===== src/common/lcd_cmd_pkg.sv =====
// Constants and types shared by the LCD command decoder ends
package lcd_cmd_pkg;
    localparam int DATA_W = 8;
    localparam int PAGE_W = 2;
    localparam int COL_W = 7;
    localparam int LINE_W = 5;
    localparam int NUM_PAGES = 4;
    localparam int NUM_COLS = 80;
    localparam logic [COL_W-1:0] COL_LIMIT = 7'h50;
    localparam logic [PAGE_W-1:0] PAGE_RESET = 2'h3;
    localparam logic [PAGE_W-1:0] PAGE_HW_RESET = 2'h0;
    localparam logic [COL_W-1:0] COL_RESET = 7'h00;
    localparam logic [LINE_W-1:0] LINE_RESET = 5'h00;
    // Opcodes, full byte or upper bits as matched
    localparam logic [5:0] OP_PAGE_HI = 6'h2E;
    localparam logic [2:0] OP_LINE_HI = 3'h6;
    localparam logic [6:0] OP_ADC_HI = 7'h50;
    localparam logic [6:0] OP_STATIC_HI = 7'h52;
    localparam logic [6:0] OP_DUTY_HI = 7'h54;
    localparam logic [6:0] OP_DISP_HI = 7'h57;
    localparam logic [7:0] OP_RMW = 8'hE0;
    localparam logic [7:0] OP_END = 8'hEE;
    localparam logic [7:0] OP_SWRESET = 8'hE2;
    // Status byte bit positions
    localparam int ST_BUSY = 7;
    localparam int ST_ADC = 6;
    localparam int ST_OFF = 5;
    localparam int ST_RESET = 4;
    // Cycles a software reset keeps busy and reset flags up
    localparam int SWRESET_CYCLES = 4;
    localparam logic [2:0] SWRESET_CNT = 3'(SWRESET_CYCLES);
    // Host command port codes
    localparam logic [1:0] HC_CMD = 2'h0;
    localparam logic [1:0] HC_STATUS = 2'h1;
    localparam logic [1:0] HC_WDATA = 2'h2;
    localparam logic [1:0] HC_RDATA = 2'h3;
    typedef enum logic [1:0] {IDLE, STROBE, DONE} host_state_t;
endpackage : lcd_cmd_pkg


===== src/common/lcd_bus_if.sv =====
// Parallel host bus between host and LCD command decoder
`timescale 1ns/1ps
interface lcd_bus_if;
    logic strobe;
    logic register_select;
    logic read_not_write;
    logic [7:0] host_data;
    logic [7:0] dev_data;
    logic dev_data_oe;
    modport device (input strobe, input register_select, input read_not_write, input host_data,
        output dev_data, output dev_data_oe);
    modport host (output strobe, output register_select, output read_not_write, output host_data,
        input dev_data, input dev_data_oe);
endinterface : lcd_bus_if


===== src/hdl/lcd_ram_command_decoder.sv =====
// Device end: command decoder, RAM addressing and read latch
//
// The implementer's own choices: the plain strobed port and the register offsets.
`timescale 1ns/1ps
// Operation
// - B8H..BBH load page address
// - Page change leaves display untouched
// - Bit7 clear loads column address
// - Data write advances column by one, data read only outside RMW
// - Column saturates at 80, page untouched
// - Status read returns busy/adc/off/reset
// - Busy refuses commands while executing
// - ADC bit reports segment mapping
// - Off flag inverts display command
// - Reset flag high while resetting
// - Data write stores then increments
// - Data read returns latch, refills, increments outside RMW
// - Host dummy-reads after column load
// - A0H/A1H set segment mapping
// - A4H/A5H static drive
// - A8H/A9H select duty, host uses 1/32
// - E0H saves column, enters RMW
// - Host avoids column set in RMW
// - EEH ends RMW, restores column
// - E2H clears start line, page 3
// - System asserts reset pin at power-up
// - AEH/AFH display off/on
// - 110xxxxx loads start line
module lcd_ram_command_decoder (
    // Clock, reset, enable
    input wire logic mclk_in,
    input wire logic nrst_in,
    input wire logic ce_in,
    // Host bus
    lcd_bus_if.device bus,
    // Display settings
    output logic [4:0] start_line_out,
    output logic adc_out,
    output logic display_on_out,
    output logic static_drive_out,
    output logic duty_32_out,
    output logic busy_out
);
    logic [7:0] ram_q [lcd_cmd_pkg::NUM_PAGES*lcd_cmd_pkg::NUM_COLS];
    logic [1:0] page_q;
    logic [6:0] col_q;
    logic [6:0] col_saved_q;
    logic rmw_q;
    logic [7:0] latch_q;
    logic [7:0] dout_q;
    logic oe_q;
    logic [2:0] rst_cnt_q;
    logic busy_q;
    logic [8:0] ram_addr;
    logic [6:0] col_inc;
    logic cmd_wr;
    logic dat_wr;
    logic dat_rd;
    logic st_rd;
    logic [7:0] cmd;
    logic in_reset;

    assign cmd = bus.host_data;
    assign in_reset = rst_cnt_q != 3'h0;
    assign cmd_wr = ce_in && bus.strobe && !bus.register_select && !bus.read_not_write && !busy_q;
    assign dat_wr = ce_in && bus.strobe && bus.register_select && !bus.read_not_write;
    assign dat_rd = ce_in && bus.strobe && bus.register_select && bus.read_not_write;
    assign st_rd = ce_in && bus.strobe && !bus.register_select && bus.read_not_write;
    assign ram_addr = 9'(page_q * lcd_cmd_pkg::NUM_COLS) + 9'(col_q);
    assign col_inc = (col_q >= lcd_cmd_pkg::COL_LIMIT) ? lcd_cmd_pkg::COL_LIMIT : col_q + 7'h01;
    assign busy_out = busy_q;

    always_ff @(posedge mclk_in or negedge nrst_in) begin
        if (!nrst_in) begin
            rst_cnt_q <= 3'h0;
            busy_q <= 1'b0;
        end else if (ce_in) begin
            if (cmd_wr && cmd == lcd_cmd_pkg::OP_SWRESET) begin
                rst_cnt_q <= lcd_cmd_pkg::SWRESET_CNT;
                busy_q <= 1'b1;
            end else if (in_reset) begin
                rst_cnt_q <= rst_cnt_q - 3'h1;
                busy_q <= rst_cnt_q != 3'h1;
            end
        end
    end

    always_ff @(posedge mclk_in or negedge nrst_in) begin
        if (!nrst_in) begin
            page_q <= lcd_cmd_pkg::PAGE_HW_RESET;
            start_line_out <= lcd_cmd_pkg::LINE_RESET;
        end else if (ce_in && cmd_wr) begin
            if (cmd[7:2] == lcd_cmd_pkg::OP_PAGE_HI) begin
                page_q <= cmd[1:0];
            end
            if (cmd[7:5] == lcd_cmd_pkg::OP_LINE_HI) begin
                start_line_out <= cmd[4:0];
            end
            if (cmd == lcd_cmd_pkg::OP_SWRESET) begin
                page_q <= lcd_cmd_pkg::PAGE_RESET;
                start_line_out <= lcd_cmd_pkg::LINE_RESET;
            end
        end
    end

    // Column address and read-modify-write
    always_ff @(posedge mclk_in or negedge nrst_in) begin
        if (!nrst_in) begin
            col_q <= lcd_cmd_pkg::COL_RESET;
            col_saved_q <= lcd_cmd_pkg::COL_RESET;
            rmw_q <= 1'b0;
        end else if (ce_in) begin
            if (cmd_wr) begin
                if (!cmd[7]) begin
                    col_q <= cmd[6:0];
                end
                if (cmd == lcd_cmd_pkg::OP_RMW) begin
                    col_saved_q <= col_q;
                    rmw_q <= 1'b1;
                end
                if (cmd == lcd_cmd_pkg::OP_END) begin
                    col_q <= col_saved_q;
                    rmw_q <= 1'b0;
                end
            end else if (dat_wr || (dat_rd && !rmw_q)) begin
                col_q <= col_inc;
            end
        end
    end

    always_ff @(posedge mclk_in or negedge nrst_in) begin
        if (!nrst_in) begin
            adc_out <= 1'b0;
            static_drive_out <= 1'b0;
            duty_32_out <= 1'b1;
            display_on_out <= 1'b0;
        end else if (ce_in && cmd_wr) begin
            case (cmd[7:1])
                lcd_cmd_pkg::OP_ADC_HI: adc_out <= cmd[0];
                lcd_cmd_pkg::OP_STATIC_HI: static_drive_out <= cmd[0];
                lcd_cmd_pkg::OP_DUTY_HI: duty_32_out <= cmd[0];
                lcd_cmd_pkg::OP_DISP_HI: display_on_out <= cmd[0];
                default: ;
            endcase
        end
    end

    // RAM write, no reset on storage
    always_ff @(posedge mclk_in) begin
        if (ce_in && dat_wr && col_q < lcd_cmd_pkg::COL_LIMIT) begin
            ram_q[ram_addr] <= bus.host_data;
        end
    end

    always_ff @(posedge mclk_in or negedge nrst_in) begin
        if (!nrst_in) begin
            latch_q <= 8'h00;
            dout_q <= 8'h00;
            oe_q <= 1'b0;
        end else if (ce_in) begin
            oe_q <= dat_rd || st_rd;
            if (dat_rd) begin
                dout_q <= latch_q;
                latch_q <= (col_q < lcd_cmd_pkg::COL_LIMIT) ? ram_q[ram_addr] : 8'h00;
            end else if (st_rd) begin
                dout_q <= {busy_q, !adc_out, !display_on_out, in_reset, 4'h0};
            end
        end
    end
    assign bus.dev_data = dout_q;
    assign bus.dev_data_oe = oe_q;
endmodule : lcd_ram_command_decoder


===== src/flat_wrapper.sv =====
// flat-port wrapper written by rule: the top's interface ports become plain ports
module lcd_ram_command_decoder_flat 
  (mclk_in, nrst_in, ce_in, start_line_out, adc_out, display_on_out, static_drive_out, duty_32_out, busy_out, bus_strobe, bus_register_select, bus_read_not_write, bus_host_data, bus_dev_data, bus_dev_data_oe);
  lcd_bus_if bus_i ();
  input wire logic mclk_in;
  input wire logic nrst_in;
  input wire logic ce_in;
  output logic [4:0] start_line_out;
  output logic adc_out;
  output logic display_on_out;
  output logic static_drive_out;
  output logic duty_32_out;
  output logic busy_out;
  input wire logic [$bits(bus_i.strobe)-1:0] bus_strobe;
  input wire logic [$bits(bus_i.register_select)-1:0] bus_register_select;
  input wire logic [$bits(bus_i.read_not_write)-1:0] bus_read_not_write;
  input wire logic [$bits(bus_i.host_data)-1:0] bus_host_data;
  output wire logic [$bits(bus_i.dev_data)-1:0] bus_dev_data;
  output wire logic [$bits(bus_i.dev_data_oe)-1:0] bus_dev_data_oe;
  assign bus_i.strobe = bus_strobe;
  assign bus_i.register_select = bus_register_select;
  assign bus_i.read_not_write = bus_read_not_write;
  assign bus_i.host_data = bus_host_data;
  assign bus_dev_data = bus_i.dev_data;
  assign bus_dev_data_oe = bus_i.dev_data_oe;
  lcd_ram_command_decoder u_core (.mclk_in(mclk_in), .nrst_in(nrst_in), .ce_in(ce_in), .bus(bus_i), .start_line_out(start_line_out), .adc_out(adc_out), .display_on_out(display_on_out), .static_drive_out(static_drive_out), .duty_32_out(duty_32_out), .busy_out(busy_out));
endmodule

===== config.mk =====
export PLATFORM = sky130hd
export DESIGN_NAME = lcd_ram_command_decoder_flat
export DESIGN_NICKNAME = d
export VERILOG_FILES = /design/src/common/lcd_cmd_pkg.sv /design/src/common/lcd_bus_if.sv /design/src/hdl/lcd_ram_command_decoder.sv /design/src/flat_wrapper.sv
export SDC_FILE = /design/constraint.sdc
export NUM_CORES = 2
export LEC_CHECK = 0
export BUFFER_PORTS_ARGS = -buffer_cell sky130_fd_sc_hd__buf_2
export CAP_MARGIN = 10
export CORE_AREA = 2 2 584 702
export DETAILED_ROUTE_END_ITERATION = 10
export DIE_AREA = 0 0 586 704
export GPL_TIMING_DRIVEN = 0
export PLACE_DENSITY = 0.49
export SLEW_MARGIN = 20
export SYNTH_ARGS = -nofsm -noshare
export SYNTH_HDL_FRONTEND = slang
export SYNTH_SLANG_ARGS = --single-unit

===== constraint.sdc =====
create_clock -name mclk_in -period 3.2 [get_ports mclk_in]
set_input_delay 0.48 -clock mclk_in [delete_from_list [all_inputs] [get_ports mclk_in]]
set_output_delay 0.48 -clock mclk_in [all_outputs]
set_load 0.01 [all_outputs]

Word level (Yosys, flattened, before mapping):

Memories as Yosys holds them, arrays and structs flattened.
Cells that the tools add are included.

* input port bits: 14
* register bits: 47
* word-level logic and storage cells: 92
* output and inout port bits: 19
* RAM bits: 2560
* memories: 1

* magnitude comparators: 2
* reductions and logical operators: 40
* equal/unequal tests: 11
* add/subtract/negate cells: 3
* multipliers: 1
* mux-type cells: 20

Memory list
* u_core.ram_q: depth 320, width 8, read ports 1, clocked after Yosys merged registers in 0, wr ports 1, RTL line lcd_ram_command_decoder.sv:44 `logic [7:0] ram_q [lcd_cmd_pkg::NUM_PAGES*lcd_cmd_pkg::NUM_COLS];`

Operators with widths (number)
* 7-bit two-way mux: 5
* 7-bit equality test, second input constant: 4
* 8-bit equality test, second input constant: 3
* 8-bit two-way mux: 3
* 2-bit AND reduction: 9
* 1-bit logical AND: 13
* 2-bit nonzero test: 6
* 5-bit two-way mux: 2
* 9-bit by 7-bit adder with 9-bit output: 1
* 3-bit AND reduction: 3
* 7-bit by 1-bit adder with 7-bit output, second input constant: 1
* 7-bit >= comparator, second input constant: 1
* 7-bit < comparator, second input constant: 1
* 6-bit equality test, second input constant: 1
* 1-bit zero test: 6
* 1-bit two-way mux: 6
* 3-bit two-way mux: 2
* 2-bit by 3-bit multiplier with 5-bit output, second input constant: 1
* 2-bit two-way mux: 2
* 3-bit equality test, second input constant: 1
* 3-bit by 1-bit != test with 1-bit output, second input constant: 1
* 3-bit != test, second input constant: 1
* 3-bit nonzero test: 1
* 3-bit by 1-bit subtractor with 3-bit output, second input constant: 1
* 1-bit logical OR: 2

Logic depth before layout (Yosys ltp):

* word-level depth: 7
* gate-level depth with buffers: 13
* gate-level depth less buffers: 10

Least setup slack after synthesis:

OpenSTA, ideal clock, no wires.

* path kind: flip-flop to flip-flop
* start: register u_core.col_q[4]
* end: memory u_core.ram_q[56][0], enable pin
* stages on the path, launching flop included: 11
* slack: -0.150 ns
* required time: 2.830 ns
* setup time: 0.370 ns
* arrival: 2.980 ns
* cell sequence: dfrtp_1 > ha_1 > fa_1 > clkbuf_1 > and2_1 > clkbuf_1 > clkbuf_1 > buf_1 > nand2_1 > clkbuf_1 > nor2_1

* cells in the longest elaborated chain, start to end: 4
* elaborated cells between the ends (all ways): 5
* classes of those cells: 1 x add/sub; 1 x order compare; 2 x mux; 1 x reduce/logical

RTL lines
* from (decl): RTL line lcd_ram_command_decoder.sv:46 `logic [6:0] col_q;`
* from (signal assigned): RTL line lcd_ram_command_decoder.sv:109 `col_q <= lcd_cmd_pkg::COL_RESET;`
* from (signal assigned): RTL line lcd_ram_command_decoder.sv:115 `col_q <= cmd[6:0];`
* from (signal assigned): RTL line lcd_ram_command_decoder.sv:122 `col_q <= col_saved_q;`
* 7-bit < comparator: RTL line lcd_ram_command_decoder.sv:150 `if (ce_in && dat_wr && col_q < lcd_cmd_pkg::COL_LIMIT) begin`
* 1-bit logical AND: RTL line lcd_ram_command_decoder.sv:150
* 1-bit two-way mux: RTL line lcd_ram_command_decoder.sv:150
* 1-bit two-way mux (implied by the code): RTL line lcd_ram_command_decoder.sv:151 `ram_q[ram_addr] <= bus.host_data;`
* to (decl): RTL line lcd_ram_command_decoder.sv:44

Several ways; a longest one is shown, not always the timed one.

Worst setup path after layout:

* start: register u_core.col_q[2]
* end: register u_core.latch_q[7]

* cells in the longest elaborated chain, start to end: 3
* elaborated cells between the ends (all ways): 4
* classes of those cells: 1 x add/sub; 1 x order compare; 1 x mux; 1 x memory

RTL lines
* 9-bit by 7-bit adder with 9-bit output: RTL line lcd_ram_command_decoder.sv:69 `assign ram_addr = 9'(page_q * lcd_cmd_pkg::NUM_COLS) + 9'(col_q);`
* memory 320 x 8 bit
* 8-bit two-way mux (*): RTL line lcd_ram_command_decoder.sv:164 `latch_q <= (col_q < lcd_cmd_pkg::COL_LIMIT) ? ram_q[ram_addr] : 8'h00;`
* to (signal assigned): RTL line lcd_ram_command_decoder.sv:164
* to (decl): RTL line lcd_ram_command_decoder.sv:49 `logic [7:0] latch_q;`

Mark *: on every way between the ends. The rest lies on a longest branch, timed or not.
A chain may end at the register's enable or synchronous reset.

==> flow_results.org <==
** Yosys
- Yosys Warn Count :: 0
- Instance count of the mapped netlist :: around 4.6k
- After synthesis, the netlist uses 59 different library cells.
- Main synth FF type :: edfxtp_1
- For this run, asynchronously set or reset flops after synthesis account for 0.01803.
- Flop and latch count out of synthesis :: about 2.6k
- Post-synthesis area per instance :: between 20 and 25 sq um
- For this run, the register share of the synthesized area comes to 0.7720.
- Summed instance area of the synthesized netlist :: approximately 100,000 sq um
- Synthesis produced a netlist with a net count of 4,652.
- Number of flops mapped to enable cells by yosys :: roughly 2.6k

** Worst setup path
- Type of element capturing the critical path :: flip-flop
- R2R depth :: 11
- Data arrives at the worst endpoint at 4490 ps.
- Maximum fanout encountered on the critical timing path :: 10
- STA classifies the critical path startpoint as a flip-flop.
- Data required time of the critical path :: 3970 ps
- The most critical setup path has its startpoint at u_core.col_q[2].
- The startpoint identified for the worst register-to-register timing path is u_core.col_q[2].
- The critical path is of the reg2reg type.

** Power and ir drop
- VDD sags by at most 501.0 uV.
- Internal power comes to 74.83 mW.
- Share of power burned in combinational logic :: 0.418
- The share of total power dissipated in the clock network is 0.265.
- Power density relative to cell area :: a little under 900 nW/um^2
- Sequential share of power :: 0.317
- Summed over all cells, the static leakage comes to 42.55 nW.
- Fraction of power spent switching nets :: 0.3743
- The analysis attributes to net switching a power of 44.76 mW.

** STA
- On the final layout, the worst clock skew is 59.41 ps.
- Based on the critical path, the design can be clocked at up to 0.2691 GHz.
- RSZ-0062 raised after global routing :: yes
- Dividing the final minimum period by the clock period gives 1.161.
- Worst path setup slack after routing :: -516.5 ps
- Setup violations remaining at the end of the flow were counted as 1,318.
- Worst Hold Margin :: 46.24 ps
- Measured against its own limit, the worst slew margin works out to 0.2870.
- Final number of max-transition violations :: 0
- Hold Fails Final Rpt :: 0
- At the pin with the least slew margin, the transition time is 1070 ps.
- Setup Total Neg Slack :: -85,250 ps
- Subtracting the final worst setup slack from the clock period gives 3716 ps.

** Routing
- Detailed Routing Iterations Pass 1 :: 6
- Dividing the detail-routed wire length by the instance count gives 39.26 microns.
- Overall via count from detail_route :: 59.66k
- After detailed routing, the number of vias per cell comes to 5.260.
- In this run the remaining antenna-violating nets after routing total 0.
- After the first detailed-routing iteration, the DRC count stood at 9,549.
- Remaining routing DRC violations :: 0
- The final layout contains routed wiring with a total length of 445,300 microns.

** Die
- Row generation in the floorplan step produced 257 rows.
- Starting density of the core :: 0.2487
- The floorplan step defined a die boundary enclosing between 400,000 and 500,000 sq um.
- After floorplanning, the core was sized to cover 406,500 sq um.
- In this run the horizontal extent of the chip is 586 microns.
- Pin placement for this block handled 33 I/O pins.
- The floorplan step set the die height to roughly 700 microns.

** Global routing
- Pin count of the biggest net entering global routing :: about 130
- Antenna violations before repair :: 32
- Congestion Overflow GR :: 0
- Global routing's busiest layer :: met2
- The via count of the first global-routing pass was around 57k.
- Gr usage total :: 0.2088
- Met1 demand-to-capacity share in global routing :: 0.2518
- The first global-routing pass estimated 564,400 microns of wire.
- In the global route stage, met3 resource usage came out at 0.06408.
- For met2 alone, demand over resource in global routing was 0.3173.

** Run status
- Status :: finished, violations left
- Violations in the final reports :: setup timing

** CTS
- Clock tree synthesis found a total of 2,607 sinks.
- TritonCTS built the clock tree.
- The longest clock path from root to sink contains 4 buffers.
- The tree is rooted in a clkbuf_16.
- After clock tree synthesis, the clock-pin slew on the worst setup and hold paths is 70 ps.
- Clock latency on the worst-skew pair, taken at its later pin, is just under 900 ps.
- The H-tree was split into 5 levels.
- TritonCTS Buffers :: approximately 270

** Final layout
- In the final layout, the share of cells above drive strength 1 is 0.4506.
- Commonest non-fill, non-tap cell in the layout :: edfxtp_1
- Most frequent cells in the layout :: edfxtp_1, mux4_2, buf_12, buf_4, nor2_4
- Relative to the synthesized area, the layout overhead comes to 33.93%.
- Final #Nets :: 5,711
- Once layout is complete, the cells apart from fillers number 11.34k.

** Hold path
- Hold Path Cell Cnt :: 2
- Start point of the worst hold path :: ce_in
- The min-delay analysis places its worst path in the category in2reg.

** Placement
- DP HPWL :: around 290,000 microns
- Placer Congestion :: 0.9751
- Number of buffers added on ports :: 31
- Dpl cells :: 10.20k

** Run
- Max-cap violations in this run came to 0.
[registers in the layout, indices dropped and copies added, names as in the netlist]
name	flops
u_core.adc_out	1
u_core.start_line_out	5
u_core.col_q	7
u_core.duty_32_out	1
u_core.bus.dev_data	8
u_core.rmw_q	1
u_core.page_q	2
u_core.rst_cnt_q	3
u_core.display_on_out	1
u_core.static_drive_out	1
u_core.bus.dev_data_oe	1
u_core.ram_q	2560
u_core.busy_out	1
u_core.col_saved_q	7
u_core.latch_q	8
[kinds of logic after synthesis]
family / share of synthesized area
muxes: 0.1654
DFF: 0.7720
and+or+nand+nor: 0.02619
buffers and inverters: 0.01369
AOI/OAI and AO/OA: 0.02087
xor gates and xnor gates: 0.0004331
adders and majority gates: 0.001436
[per-stage QoR]
stage / power [mW] / util / instance area, sq um / worst slack [ps]
after floorplan: 54.24 / - / 101300 / 20.40
after CTS: 116.6 / 0.3247 / 132000 / -387.4
after global placement: 75.08 / 0.2664 / 108300 / -6166
after detailed placement: 76.48 / 0.2732 / 111100 / -3392
final: 119.6 / 0.3331 / 135400 / -516.5
after global routing: 120.1 / 0.3330 / 135400 / -416.9
[Yosys cell counts (40+ instances only)]
master | instances | area [sq um]
nand3_1 | 40 | 200.2
nand2_1 | 139 | 521.8
clkbuf_1 | 121 | 454.2
nor2_1 | 362 | 1359
dfrtp_1 | 46 | 1151
mux2i_1 | 58 | 580.6
a22oi_1 | 76 | 570.6
mux4_2 | 708 | 15950
edfxtp_1 | 2560 | 76870
buf_2 | 92 | 460.4
a21oi_1 | 51 | 255.2
[area by class of cell]
type | count | area [sq um]
diodes | 21 | 52.55
plain buffers | 277 | 4745
clock buffers | 343 | 7264
clock inverters | 127 | 1257
fillers | 38036 | 271000
inverters | 10 | 63.81
multi-input cells | 1728 | 25460
flip-flops and latches | 2607 | 78060
well taps | 5439 | 6805
repair buffers | 789 | 11690
[worst paths after layout]
path | slack, ps | endpoint
min reg2reg | 470 | u_core.start_line_out[2]
max | -520 | u_core.latch_q[7]
max reg2reg | -520 | u_core.latch_q[7]
min in group asynchronous | 240 | u_core.bus.dev_data[7]
max in group asynchronous | 2350 | u_core.col_q[0]
min | 50 | u_core.bus.dev_data_oe
[power by group through the flow]
stage,combinational [mW],clock (mW),sequential (mW)
detailed placement,37.8,0,38.6
CTS,46.9,31.9,37.9
global route,49.2,33.1,37.9
floorplan,15.8,0,38.5
finish,50.0,31.7,37.9
global placement,36.3,0,38.8
[worst max-delay path, stage by stage, from the launching register on]
cell and delay [ps]:
dfrtp_2 470, buf_12 210, buf_12 220, buf_4 220, buf_12 240, buf_8 280, buf_12 220, mux2i_2 280
o211ai_1 220, nor4_4 660, o22ai_1 210, a32o_1 290
[per-layer routing]
| metal | share of wire | vias to the layer above |
|---|---|---|
| met3 | 0.11 | 1125 |
| met1 | 0.35 | 32532 |
| met5 | 0.00030 | - |
| met2 | 0.45 | 4253 |
| li1 | - | 21733 |
| met4 | 0.082 | 16 |
[repair_timing]
item                                    in CTS  in global routing
hold buffers                                 4                  0
gates cloned                                 5                  6
setup buffers                              466                175
pin swaps                                  231                143
endpoints found under the setup margin    2577               2171
endpoints found under the hold margin      108                  0
gates resized for setup                   1516                220
No activity file was read; power rests on OpenSTA's default activity.
